File: config.mk
export PLATFORM = sky130hd
export DESIGN_NAME = arfq_word_filter
export DESIGN_NICKNAME = d
export VERILOG_FILES = /design/src/arfq_word_filter.v /design/src/arfq_ram.v /design/src/arfq_stage.v
export VERILOG_INCLUDE_DIRS = /design/src
export SDC_FILE = /design/constraint.sdc
export NUM_CORES = 2
export LEC_CHECK = 0
export ABC_AREA = 0
export BUFFER_PORTS_ARGS = -buffer_cell sky130_fd_sc_hd__buf_2
export CORE_ASPECT_RATIO = 1.25
export CORE_MARGIN = 5
export CORE_UTILIZATION = 56
export CTS_BUF_LIST = sky130_fd_sc_hd__clkbuf_4
export DETAILED_ROUTE_END_ITERATION = 16
export PLACE_DENSITY = 0.78
export SYNTH_ARGS = -nofsm -noshare
export SYNTH_HDL_FRONTEND = slang
export SYNTH_SLANG_ARGS = --single-unit
File: constraint.sdc
create_clock -name clk -period 55.5 [get_ports clk]
set_input_delay 11.1 -clock clk [delete_from_list [all_inputs] [get_ports clk]]
set_output_delay 11.1 -clock clk [all_outputs]
set_load 0.005 [all_outputs]
File: src/arfq_regs.vh
`ifndef ARFQ_REGS_VH
`define ARFQ_REGS_VH
`define ARFQ_WORD_W 32
`define ARFQ_DEPTH 32
`define ARFQ_CNT_W 6
`define ARFQ_HALF 6'h10
`define ARFQ_FULL 6'h20
`define ARFQ_OP_READ_WORD 8'h08
`define ARFQ_OP_LABEL_WR0 8'h02
`define ARFQ_OP_LABEL_WR1 8'h03
`define ARFQ_OP_LABEL_WR2 8'h06
`define ARFQ_OP_LABEL_RD 8'h0D
`define ARFQ_PARITY_BIT 31
`define ARFQ_SDI_LO 8
`define ARFQ_SDI_HI 9
`define ARFQ_STAGE_DEPTH 8
`define ARFQ_STAGE_AW 3
`endif

File: src/arfq_word_filter.v
// Contract
// - parity off: bit 32 passes unchanged
// - parity on, odd: bit 32 cleared
// - parity on, even: bit 32 set, stored
// - end-of-word strobe pulses after each check, with word_loaded
// - load only on label and sdi match
// - loaded word sets data ready, clears empty
// - empty stays low until last word read
// - opcode 08 returns oldest stored word
// - holds 32 words; full at 32
// - when full, overwrite location 32
// - half full at 16 or more words
// - 256-bit label table, one enables label
// - table written by opcodes 02, 03, 06
// - rejected word changes nothing visible
// - table read back by opcode 0D
// - master reset clears fifo, flags, flag pin
// - master reset keeps configuration bits
// - flag pin shows empty or full by select
`include "arfq_regs.vh"
module arfq_word_filter (
   clk,
   rst_b,
   master_reset_pin,
   rx_word_valid,
   rx_word_ready,
   rx_word,
   parity_check_enable,
   label_filter_enable,
   sdi_match_enable,
   sdi_match_bit_a,
   sdi_match_bit_b,
   flag_pin_select,
   cmd_valid,
   cmd_ready,
   cmd_opcode,
   cmd_label,
   cmd_wdata,
   rsp_valid,
   rsp_data,
   end_of_word_strobe,
   word_loaded,
   data_ready,
   fifo_empty_flag,
   fifo_half_full_flag,
   fifo_full_flag,
   receive_flag_pin,
   fifo_count
);
   input wire clk;
   input wire rst_b;
   input wire master_reset_pin;
   input wire rx_word_valid;
   output wire rx_word_ready;
   input wire [31:0] rx_word;
   input wire parity_check_enable;
   input wire label_filter_enable;
   input wire sdi_match_enable;
   input wire sdi_match_bit_a;
   input wire sdi_match_bit_b;
   input wire flag_pin_select;
   input wire cmd_valid;
   output wire cmd_ready;
   input wire [7:0] cmd_opcode;
   input wire [7:0] cmd_label;
   input wire [255:0] cmd_wdata;
   output reg rsp_valid;
   output reg [255:0] rsp_data;
   output reg end_of_word_strobe;
   output reg word_loaded;
   output reg data_ready;
   output reg fifo_empty_flag;
   output reg fifo_half_full_flag;
   output reg fifo_full_flag;
   output reg receive_flag_pin;
   output reg [5:0] fifo_count;

   ////////////////////////////////////////////////////////////////////////
   // helpers
   function is_table_write;
      input [7:0] op;
      begin
         is_table_write = (op == `ARFQ_OP_LABEL_WR0) || (op == `ARFQ_OP_LABEL_WR1) ||
            (op == `ARFQ_OP_LABEL_WR2);
      end
   endfunction

   // label sits in arinc bits 1..8, held here at word bits 7:0 whatever the host bit order
   function [7:0] label_of;
      input [31:0] w;
      begin
         label_of = w[7:0];
      end
   endfunction

   ////////////////////////////////////////////////////////////////////////
   // staging buffer: decoder words wait here while a read or a table access runs
   localparam ST_IDLE = 2'b00;
   localparam ST_READ = 2'b01;
   localparam ST_RESP = 2'b10;

   reg [1:0] state_q;
   wire stg_valid;
   wire [31:0] stg_word;
   wire stg_pop;
   wire flush;

   assign flush = master_reset_pin;
   assign stg_pop = stg_valid && (state_q == ST_IDLE) && !cmd_valid && !flush;

   arfq_stage #(
      .W(`ARFQ_WORD_W),
      .DEPTH(`ARFQ_STAGE_DEPTH),
      .AW(`ARFQ_STAGE_AW)
   ) u_stage (
      .clk(clk),
      .rst_b(rst_b),
      .flush(flush),
      .in_valid(rx_word_valid),
      .in_ready(rx_word_ready),
      .in_data(rx_word),
      .out_valid(stg_valid),
      .out_ready(stg_pop),
      .out_data(stg_word)
   );

   ////////////////////////////////////////////////////////////////////////
   // label table; no reset so the host image survives master reset
   reg [255:0] label_table_q;
   wire label_hit;
   wire sdi_hit;
   wire accept;
   wire [31:0] fixed_word;

   assign label_hit = label_table_q[label_of(stg_word)];
   assign sdi_hit = (stg_word[`ARFQ_SDI_HI] == sdi_match_bit_a) &&
      (stg_word[`ARFQ_SDI_LO] == sdi_match_bit_b);
   assign accept = (!label_filter_enable || label_hit) &&
      (!sdi_match_enable || sdi_hit);

   // bit 32 becomes an error marker: even overall parity sets it, odd clears it
   assign fixed_word = parity_check_enable ?
      {~^stg_word, stg_word[30:0]} : stg_word;

   // a command counts only on the edge where both sides agree; a held request
   // during a word read must not write the table twice
   wire cmd_take;
   wire cmd_is_wr;
   wire cmd_is_rd;
   assign cmd_take = cmd_valid && cmd_ready;
   assign cmd_is_wr = cmd_take && is_table_write(cmd_opcode);
   assign cmd_is_rd = cmd_take && (cmd_opcode == `ARFQ_OP_READ_WORD);

   always @(posedge clk) begin
      if (cmd_is_wr) begin
         label_table_q <= cmd_wdata;
      end
   end

   ////////////////////////////////////////////////////////////////////////
   // receive fifo storage and pointers
   reg [4:0] wp_q;
   reg [4:0] rp_q;
   reg [5:0] cnt_q;
   wire [31:0] ram_rdata;
   wire full_now;
   wire do_load;
   wire do_pop;
   wire [4:0] wr_addr;

   assign full_now = (cnt_q == `ARFQ_FULL);
   assign do_load = stg_pop && accept;
   // a read on an empty fifo pops nothing and answers zero
   assign do_pop = cmd_is_rd && (cnt_q != 6'h00);
   // when full the newest slot (the 32nd) is rewritten, older entries stay put
   assign wr_addr = full_now ? (wp_q - 5'h01) : wp_q;

   arfq_ram #(
      .W(`ARFQ_WORD_W),
      .AW(5)
   ) u_ram (
      .clk(clk),
      .we(do_load),
      .waddr(wr_addr),
      .wdata(fixed_word),
      .raddr(rp_q),
      .rdata(ram_rdata)
   );

   always @(posedge clk) begin
      if (!rst_b || flush) begin
         wp_q <= 5'h00;
         rp_q <= 5'h00;
         cnt_q <= 6'h00;
      end else begin
         if (do_load && !full_now) begin
            wp_q <= wp_q + 5'h01;
         end
         if (do_pop) begin
            rp_q <= rp_q + 5'h01;
         end
         if (do_load && !full_now && !do_pop) begin
            cnt_q <= cnt_q + 6'h01;
         end else if (do_pop && !(do_load && !full_now)) begin
            cnt_q <= cnt_q - 6'h01;
         end
      end
   end

   ////////////////////////////////////////////////////////////////////////
   // host command sequencing: read takes two extra cycles (ST_READ, ST_RESP) for the registered ram port
   assign cmd_ready = (state_q == ST_IDLE) && !flush;

   // remembers whether the accepted read found a word to return
   reg cnt_q_at_cmd_q;
   // oldest word, caught from the ram port before the moved pointer replaces it
   reg [31:0] rd_word_q;

   // the ram port shows the popped slot only in the cycle after the pop; one
   // edge later it already follows the advanced read pointer, so hold it here
   always @(posedge clk) begin
      if (!rst_b || flush) begin
         rd_word_q <= 32'h0;
      end else if (state_q == ST_READ) begin
         rd_word_q <= ram_rdata;
      end
   end

   always @(posedge clk) begin
      if (!rst_b || flush) begin
         state_q <= ST_IDLE;
         rsp_valid <= 1'b0;
         rsp_data <= 256'h0;
      end else begin
         case (state_q)
            ST_IDLE: begin
               rsp_valid <= 1'b0;
               if (cmd_valid && cmd_opcode == `ARFQ_OP_READ_WORD) begin
                  state_q <= ST_READ;
               end else if (cmd_valid && cmd_opcode == `ARFQ_OP_LABEL_RD) begin
                  rsp_valid <= 1'b1;
                  rsp_data <= label_table_q;
               end else if (cmd_valid && is_table_write(cmd_opcode)) begin
                  rsp_valid <= 1'b1;
                  rsp_data <= 256'h0;
               end else if (cmd_valid) begin
                  rsp_valid <= 1'b1;
                  rsp_data <= 256'h0;
               end
            end
            ST_READ: begin
               state_q <= ST_RESP;
            end
            ST_RESP: begin
               rsp_valid <= 1'b1;
               // an empty fifo answers zero rather than stale data
               rsp_data <= {224'h0, (cnt_q_at_cmd_q ? rd_word_q : 32'h0)};
               state_q <= ST_IDLE;
            end
            default: begin
               state_q <= ST_IDLE;
            end
         endcase
      end
   end

   always @(posedge clk) begin
      if (!rst_b || flush) begin
         cnt_q_at_cmd_q <= 1'b0;
      end else if (cmd_take) begin
         cnt_q_at_cmd_q <= do_pop;
      end
   end

   ////////////////////////////////////////////////////////////////////////
   // status flags follow the occupancy count one cycle later
   wire [5:0] cnt_d;
   assign cnt_d = cnt_q;

   always @(posedge clk) begin
      if (!rst_b || flush) begin
         end_of_word_strobe <= 1'b0;
         word_loaded <= 1'b0;
         data_ready <= 1'b0;
         fifo_empty_flag <= 1'b1;
         fifo_half_full_flag <= 1'b0;
         fifo_full_flag <= 1'b0;
         receive_flag_pin <= 1'b0;
         fifo_count <= 6'h00;
      end else begin
         end_of_word_strobe <= stg_pop;
         word_loaded <= do_load;
         fifo_count <= cnt_d;
         data_ready <= (cnt_d != 6'h00);
         fifo_empty_flag <= (cnt_d == 6'h00);
         fifo_half_full_flag <= (cnt_d >= `ARFQ_HALF);
         fifo_full_flag <= (cnt_d == `ARFQ_FULL);
         receive_flag_pin <= flag_pin_select ? (cnt_d == `ARFQ_FULL) :
            (cnt_d == 6'h00);
      end
   end

   // configuration bits are plain inputs held by the host, so reset cannot touch them
endmodule // arfq_word_filter

File: src/arfq_ram.v
`include "arfq_regs.vh"
// receive word store, registered read port
module arfq_ram #(
   parameter W = 32,
   parameter AW = 5
) (
   clk,
   we,
   waddr,
   wdata,
   raddr,
   rdata
);
   input wire clk;
   input wire we;
   input wire [AW-1:0] waddr;
   input wire [W-1:0] wdata;
   input wire [AW-1:0] raddr;
   output reg [W-1:0] rdata;
   reg [W-1:0] mem [0:(1<<AW)-1];
   always @(posedge clk) begin
      if (we) begin
         mem[waddr] <= wdata;
      end
      rdata <= mem[raddr];
   end
endmodule // arfq_ram

File: src/arfq_stage.v
`include "arfq_regs.vh"
// small staging fifo between the word decoder and the acceptance logic
module arfq_stage #(
   parameter W = 32,
   parameter DEPTH = 8,
   parameter AW = 3
) (
   clk,
   rst_b,
   flush,
   in_valid,
   in_ready,
   in_data,
   out_valid,
   out_ready,
   out_data
);
   input wire clk;
   input wire rst_b;
   input wire flush;
   input wire in_valid;
   output wire in_ready;
   input wire [W-1:0] in_data;
   output wire out_valid;
   input wire out_ready;
   output wire [W-1:0] out_data;
   reg [W-1:0] buf_q [0:DEPTH-1];
   reg [AW-1:0] wp_q;
   reg [AW-1:0] rp_q;
   reg [AW:0] cnt_q;
   wire push;
   wire pop;
   localparam [AW:0] CNT_FULL = DEPTH;
   assign in_ready = (cnt_q != CNT_FULL);
   assign out_valid = (cnt_q != {(AW+1){1'b0}});
   assign out_data = buf_q[rp_q];
   assign push = in_valid & in_ready;
   assign pop = out_valid & out_ready;
   always @(posedge clk) begin
      if (push) begin
         buf_q[wp_q] <= in_data;
      end
   end
   always @(posedge clk) begin
      if (!rst_b || flush) begin
         wp_q <= {AW{1'b0}};
         rp_q <= {AW{1'b0}};
         cnt_q <= {(AW+1){1'b0}};
      end else begin
         if (push) begin
            wp_q <= wp_q + 1'b1;
         end
         if (pop) begin
            rp_q <= rp_q + 1'b1;
         end
         if (push && !pop) begin
            cnt_q <= cnt_q + 1'b1;
         end else if (pop && !push) begin
            cnt_q <= cnt_q - 1'b1;
         end
      end
   end
endmodule // arfq_stage

Word level (Yosys, flattened, before mapping)
Memories as Yosys holds them, arrays and structs flattened. A register that Yosys moved wholly into a read port is not among the register bits.
Index checks and enable logic that the tools add are counted.
{ "totals": {"regBits": 587, "ramBits": 1280, "input_bits": 315, "out_inout_bits": 272, "wordCells": 120, "n_memories": 2} }
{ "memory_table": {"columns": ["name", "words", "word_bits", "rd", "rd_clocked_by_memory_dff", "wr", "line", "source"], "rows": [
  ["u_ram.mem", 32, 32, 1, 1, 1, "arfq_ram.v:20", "reg [W-1:0] mem [0:(1<<AW)-1];"],
  ["u_stage.buf_q", 8, 32, 1, 1, 1, "arfq_stage.v:27", "reg [W-1:0] buf_q [0:DEPTH-1];"]
]} }
{ "classes": {"add_sub_neg": 9, "n_lt_le_gt_ge": 2, "n_eq_ne": 14, "muxes": 28, "n_bitwise": 2, "n_reduce_logical": 43} }
{ "op_table": {"columns": ["op", "count"], "rows": [
  ["$mux W256", 4],
  ["$pmux W256 S2", 1],
  ["$mux W32", 2],
  ["$reduce_xnor A32 Y1", 1],
  ["$logic_and A1 B1 Y1", 19],
  ["$eq A8 B2 Y1 const B", 2],
  ["$eq A8 B4 Y1 const B", 2],
  ["$mux W6", 2],
  ["$add A5 B1 Y5 const B", 2],
  ["$logic_not A1 Y1", 10],
  ["$mux W1", 10],
  ["$lt A8 B9 Y1 const B", 1],
  ["$bmux W1 S8", 1],
  ["$eq A8 B3 Y1 const B", 1],
  ["$mux W4", 2],
  ["$add A3 B1 Y3 const B", 2],
  ["$add A6 B1 Y6 const B", 1],
  ["$eq A6 B6 Y1 const B", 1],
  ["$ge A6 B5 Y1 const B", 1],
  ["$logic_not A6 Y1", 1],
  ["$mux W3", 2],
  ["$reduce_bool A2 Y1", 3],
  ["$reduce_bool A6 Y1", 1],
  ["$sub A6 B1 Y6 const B", 1],
  ["other kinds (19)", 25]
]} }

Logic depth before layout (Yosys ltp)
{ "depth": {"depth_word": 10, "depth_mapped": 24, "ltp_nobuf": 20} }

By module
From an unflattened synthesis, not the netlist that was laid out.
{ "hier_totals": {"hier_cells": 4601, "area_unflattened_um2": 72985.0} }
{ "by_module_without_submodules": {"columns": ["module", "instances", "cells_each", "area_each_um2"], "rows": [
  ["arfq_ram", 1, 2260, 40487.6],
  ["arfq_word_filter", 1, 1896, 22093.7],
  ["arfq_stage", 1, 445, 10403.7]
]} }

Worst setup path before layout
No wires, ideal clock.
{ "synth_timing": {"kind": "input -> register", "startpoint": "in cmd_opcode[7]", "endpoint": "reg label_table_q[0] (enable)", "setup_time_ps": 2226, "arrival_ps": 51060, "t_required_ps": 53274, "slack_ps": 2214, "stages": 2, "cell_sequence": "or4_1 -> a2111oi_0"} }
{ "synth_between": {"elab_chain_len": 4} }
{ "synth_rtl": {"columns": ["item", "line", "source"], "rows": [
  ["start: declaration", "arfq_word_filter.v:64", "input wire [7:0] cmd_opcode;"],
  ["$eq A8 B2 Y1 (no source line)", null, null],
  ["$logic_or A1 B1 Y1", "arfq_word_filter.v:83", "is_table_write = (op == `ARFQ_OP_LABEL_WR0) || (op == `ARFQ_OP_LABEL_WR1) ||"],
  ["$logic_or A1 B1 Y1 (*)", "arfq_word_filter.v:83", null],
  ["$logic_and A1 B1 Y1 (*)", "arfq_word_filter.v:151", "assign cmd_is_wr = cmd_take && is_table_write(cmd_opcode);"],
  ["named net cmd_is_wr", "arfq_word_filter.v:148", "wire cmd_is_wr;"],
  ["end signal: assignment", "arfq_word_filter.v:156", "label_table_q <= cmd_wdata;"],
  ["end: declaration", "arfq_word_filter.v:129", "reg [255:0] label_table_q;"]
]} }
Mark *: on every way through the listed nets, which the timed path passes. The rest lies on a longest branch.
A chain may end at the register's enable or synchronous reset.

Worst setup path after layout
{ "layout_timing": {"startpoint": "in master_reset_pin", "endpoint": "out cmd_ready"} }
{ "layout_between": {"elab_chain_len": 2} }
{ "layout_rtl": {"columns": ["item", "line", "source"], "rows": [
  ["start: declaration", "arfq_word_filter.v:52", "input wire master_reset_pin;"],
  ["$logic_not A1 Y1", "arfq_word_filter.v:212", "assign cmd_ready = (state_q == ST_IDLE) && !flush;"],
  ["$logic_and A1 B1 Y1", "arfq_word_filter.v:212", null],
  ["end: declaration", "arfq_word_filter.v:63", "output wire cmd_ready;"]
]} }
No other way between the ends.

==> flow_metrics.py <==
metrics = {
    "die": {
        "core-area_mm2": 0.128,
        "dieArea_mm2": 0.136,
        "chipHeight_um": 411,
        "start_util": 0.562,
        "io_pins": 587,
        "die_w_um": 331,
        "std_cell_rows": 147,
    },
    "setup_path": {
        "setup.worst_path.class": "input pin to output pin",
        "worst-path-buf-inv": 2,
        "reg2reg_slack_ps": 47250,
        "crit_chain": "buf_2, nor3_1, buf_2",
        "path_max_fanout": 3,
        "crit_top_cell": "buf_2",
        "worstPathRequired_ps": 44400,
        "cp_slowest_cell": "nor3_1",
        "critPathLaunchType": "input pin",
        "critical_path.top_delay_family": "simple AND/OR/NAND/NOR gates",
        "crit_path_max_incr_delay_ps": 340,
        "critPathArrivalTime_ps": 11780,
        "crit_path_end_kind": "output pin",
    },
    "logic_synthesis": {
        "syn_avg_cell_area_um2": 18.1,
        "ys_seq_area_frac": 0.740,
        "synth_edf_count": 1536,
        "synthCells": 3997,
        "syn_area_mm2": 0.0722,
        "ys_warn_count": 0,
        "synth-async-reset-ratio": 0,
        "ys_dominant_reg_cell": "edfxtp_1",
        "synth_most_common_cell": "edfxtp_1",
        "netlist.area_leader.share": 0.639,
        "synth.net_count": 4327,
        "synth_seq_cells": 1902,
        "yosysUniqueCellTypes": 77,
        "synth_commonest_cells": "edfxtp_1, mux4_2, dfxtp_1",
        "yosysTopAreaCell": "edfxtp_1",
        "synth_area_leaders": "edfxtp_1, mux4_2, dfxtp_1",
    },
    "worst_hold_path": {
        "hold_path_class": "register to register",
    },
    "timing": {
        "rsz0062_at_grt": "no",
        "setup_tns_ps": 0,
        "finalHoldViolations": 0,
        "skew_ps": 91.0,
        "slew_headroom": 0.136,
        "setup_viol": 0,
        "slew_viol_final": 0,
        "period_minus_slack_ps": 22880,
        "fin_crit_sh": 0.412,
        "fmax_mhz": 43.7,
        "tightestPinTransition_ps": 1290,
    },
    "finish": {
        "fin_nets": 5171,
        "final_core_util": 0.646,
        "ff_latch_area_mm2": 0.0535,
        "fin_cells": 6961,
        "synthToLayoutAreaGrowth_pct": 14.9,
        "multi_input_area_mm2": 0.0178,
        "drive_gt1_frac": 0.372,
        "fillerInstances": 8666,
    },
    "route": {
        "num_vias": 42842,
        "post-route-drc-count": 0,
        "routed_wl_um": 203000,
        "routedWlPerCell_um": 29.1,
        "initialDrtViolationCount": 5235,
        "antenna_left": 0,
        "avgViaCountPerCell": 6.15,
        "firstDrtPassIters": 5,
    },
    "run": {
        "drv_cap": 0,
    },
    "placement": {
        "dp_cells": 6112,
        "dp_hpwl_um": 122000,
        "numPortBuffers": 578,
        "place.gp.congestion": 0.938,
    },
    "cts": {
        "cts-resized-gates": 0,
        "clkLatencyLatePin_ps": 1340,
        "root_buffer": "clkbuf_4",
        "hold_buffers": 0,
        "htree_levels": 5,
        "cts_buffers": 440,
        "cts_tree": "done",
        "clkSlewWorstSetupHoldPaths_ps": 70,
        "clock_path_buffers": 4,
        "post_cts_buffers": 0,
        "cts.sink_count": 1902,
    },
    "global_route": {
        "antenna_found_initial": 49,
        "grt_pass1_vias": 42825,
        "grt-ovfl-total": 0,
        "grt_use_total": 0.292,
        "grt_max_degree": 188,
        "grt_pass1_wl_um": 286000,
    },
    "run_status": {
        "status": "completed",
    },
    "pwr": {
        "vdd_drop_max_v": 0.0000268,
        "p_leak_uw": 0.0275,
        "pwr_density_cell_mw_per_mm2": 33.8,
    },
}
## tightest hold or removal path, stage by stage (launching register included)
cell and delay [ps]:
dfxtp_1 340, nand2_1 70, a21oi_1 50
## stage by stage
stage / setup WS [ps] / cell area, um^2 / hold WS [ps] / total power, uW
4_1_cts: 32630 / 82800 / 426 / 2820
3_5_place_dp: 32630 / 77100 / 427 / 1720
3_3_place_gp: 32650 / 77100 / 424 / 1720
2_1_floorplan: 2210 / 72200 / 417 / 1670
5_1_grt: 32590 / 82900 / 450 / 2910
6_report: 32620 / 82900 / 430 / 2800
## path summary, 6_finish.rpt
kind,from,endpoint,depth (start not counted)
setup / recovery,master_reset_pin,cmd_ready,3
hold / removal,u_ram.rdata[25],rd_word_q[25],2
setup reg to reg,register,cnt_d[5],20
hold reg to reg,u_ram.rdata[25],rd_word_q[25],2
## state kept, by name, indices dropped and copies added, names as in the netlist, 2 cells and up, named ones only
register and count:
u_ram.mem 1024, label_table_q 256, rsp_data 256, u_stage.buf_q 256
rd_word_q 32, u_ram.rdata 32, cnt_d 6, fifo_count 6
rp_q 5, wp_q 5, u_stage.cnt_q 4, u_stage.rp_q 3
u_stage.wp_q 3, state_q 2
## where the power goes
group          total, uW  switching [uW]  internal [uW]  leakage [uW]
Clock               1110             533            577       0.00339
Sequential          1570            3.01           1560        0.0168
Combinational        127            86.8           40.6       0.00729
Total               2800             623           2180        0.0275
## layout by cell type, fill, tap and decap left out, types with 4 or more instances in the layout
cell	count
a21oi_1	281
xor2_1	15
ha_1	13
nand4_1	10
xnor3_1	4
mux2i_2	4
buf_2	578
nor4_2	25
diode_2	53
clkbuf_4	684
clkinv_1	99
a32oi_1	7
nor2_4	8
a221oi_1	33
a22oi_1	13
nand2b_1	9
bufinv_16	4
inv_1	22
inv_2	7
dfxtp_4	5
a31oi_1	8
dfxtp_1	358
mux2_2	61
mux4_2	422
nand3_1	236
o21ai_0	11
buf_4	88
nor3_1	44
xnor2_1	20
nand2_1	356
and2_1	8
mux2i_1	48
nor3_2	10
a22o_1	4
edfxtp_1	1536
nor2_1	76
a211oi_1	5
## final cells by class
cell class,count,area share
flip-flops and latches,1902,0.645
multi-input cells,1803,0.215
clock buffers,684,0.0619
repair buffers,669,0.0436
well taps,1713,0.0258
clock inverters,112,0.00643
diodes,53,0.00160
inverters,25,0.00116
## per-layer routing
layer,global-route usage,share of wire,vias up
met2,0.478,0.50,2810
met1,0.342,0.33,21519
li1,-,-,17938
met3,0.0899,0.11,557
met4,0.174,0.064,18
met5,0,0.00058,-
## cells by family after synthesis
| logic type | after synthesis | synth area share |
|---|---|---|
| AO/OA/AOI/OAI | 396 | 0.0325 |
| adder cells (fa/ha/maj) | 15 | 0.00281 |
| flip-flops | 1902 | 0.740 |
| buffers and inverters | 292 | 0.0174 |
| multiplexers | 539 | 0.149 |
| XOR/XNOR | 42 | 0.00648 |
| AND/OR/NAND/NOR | 811 | 0.0510 |
(Power assumes the default switching activity.)
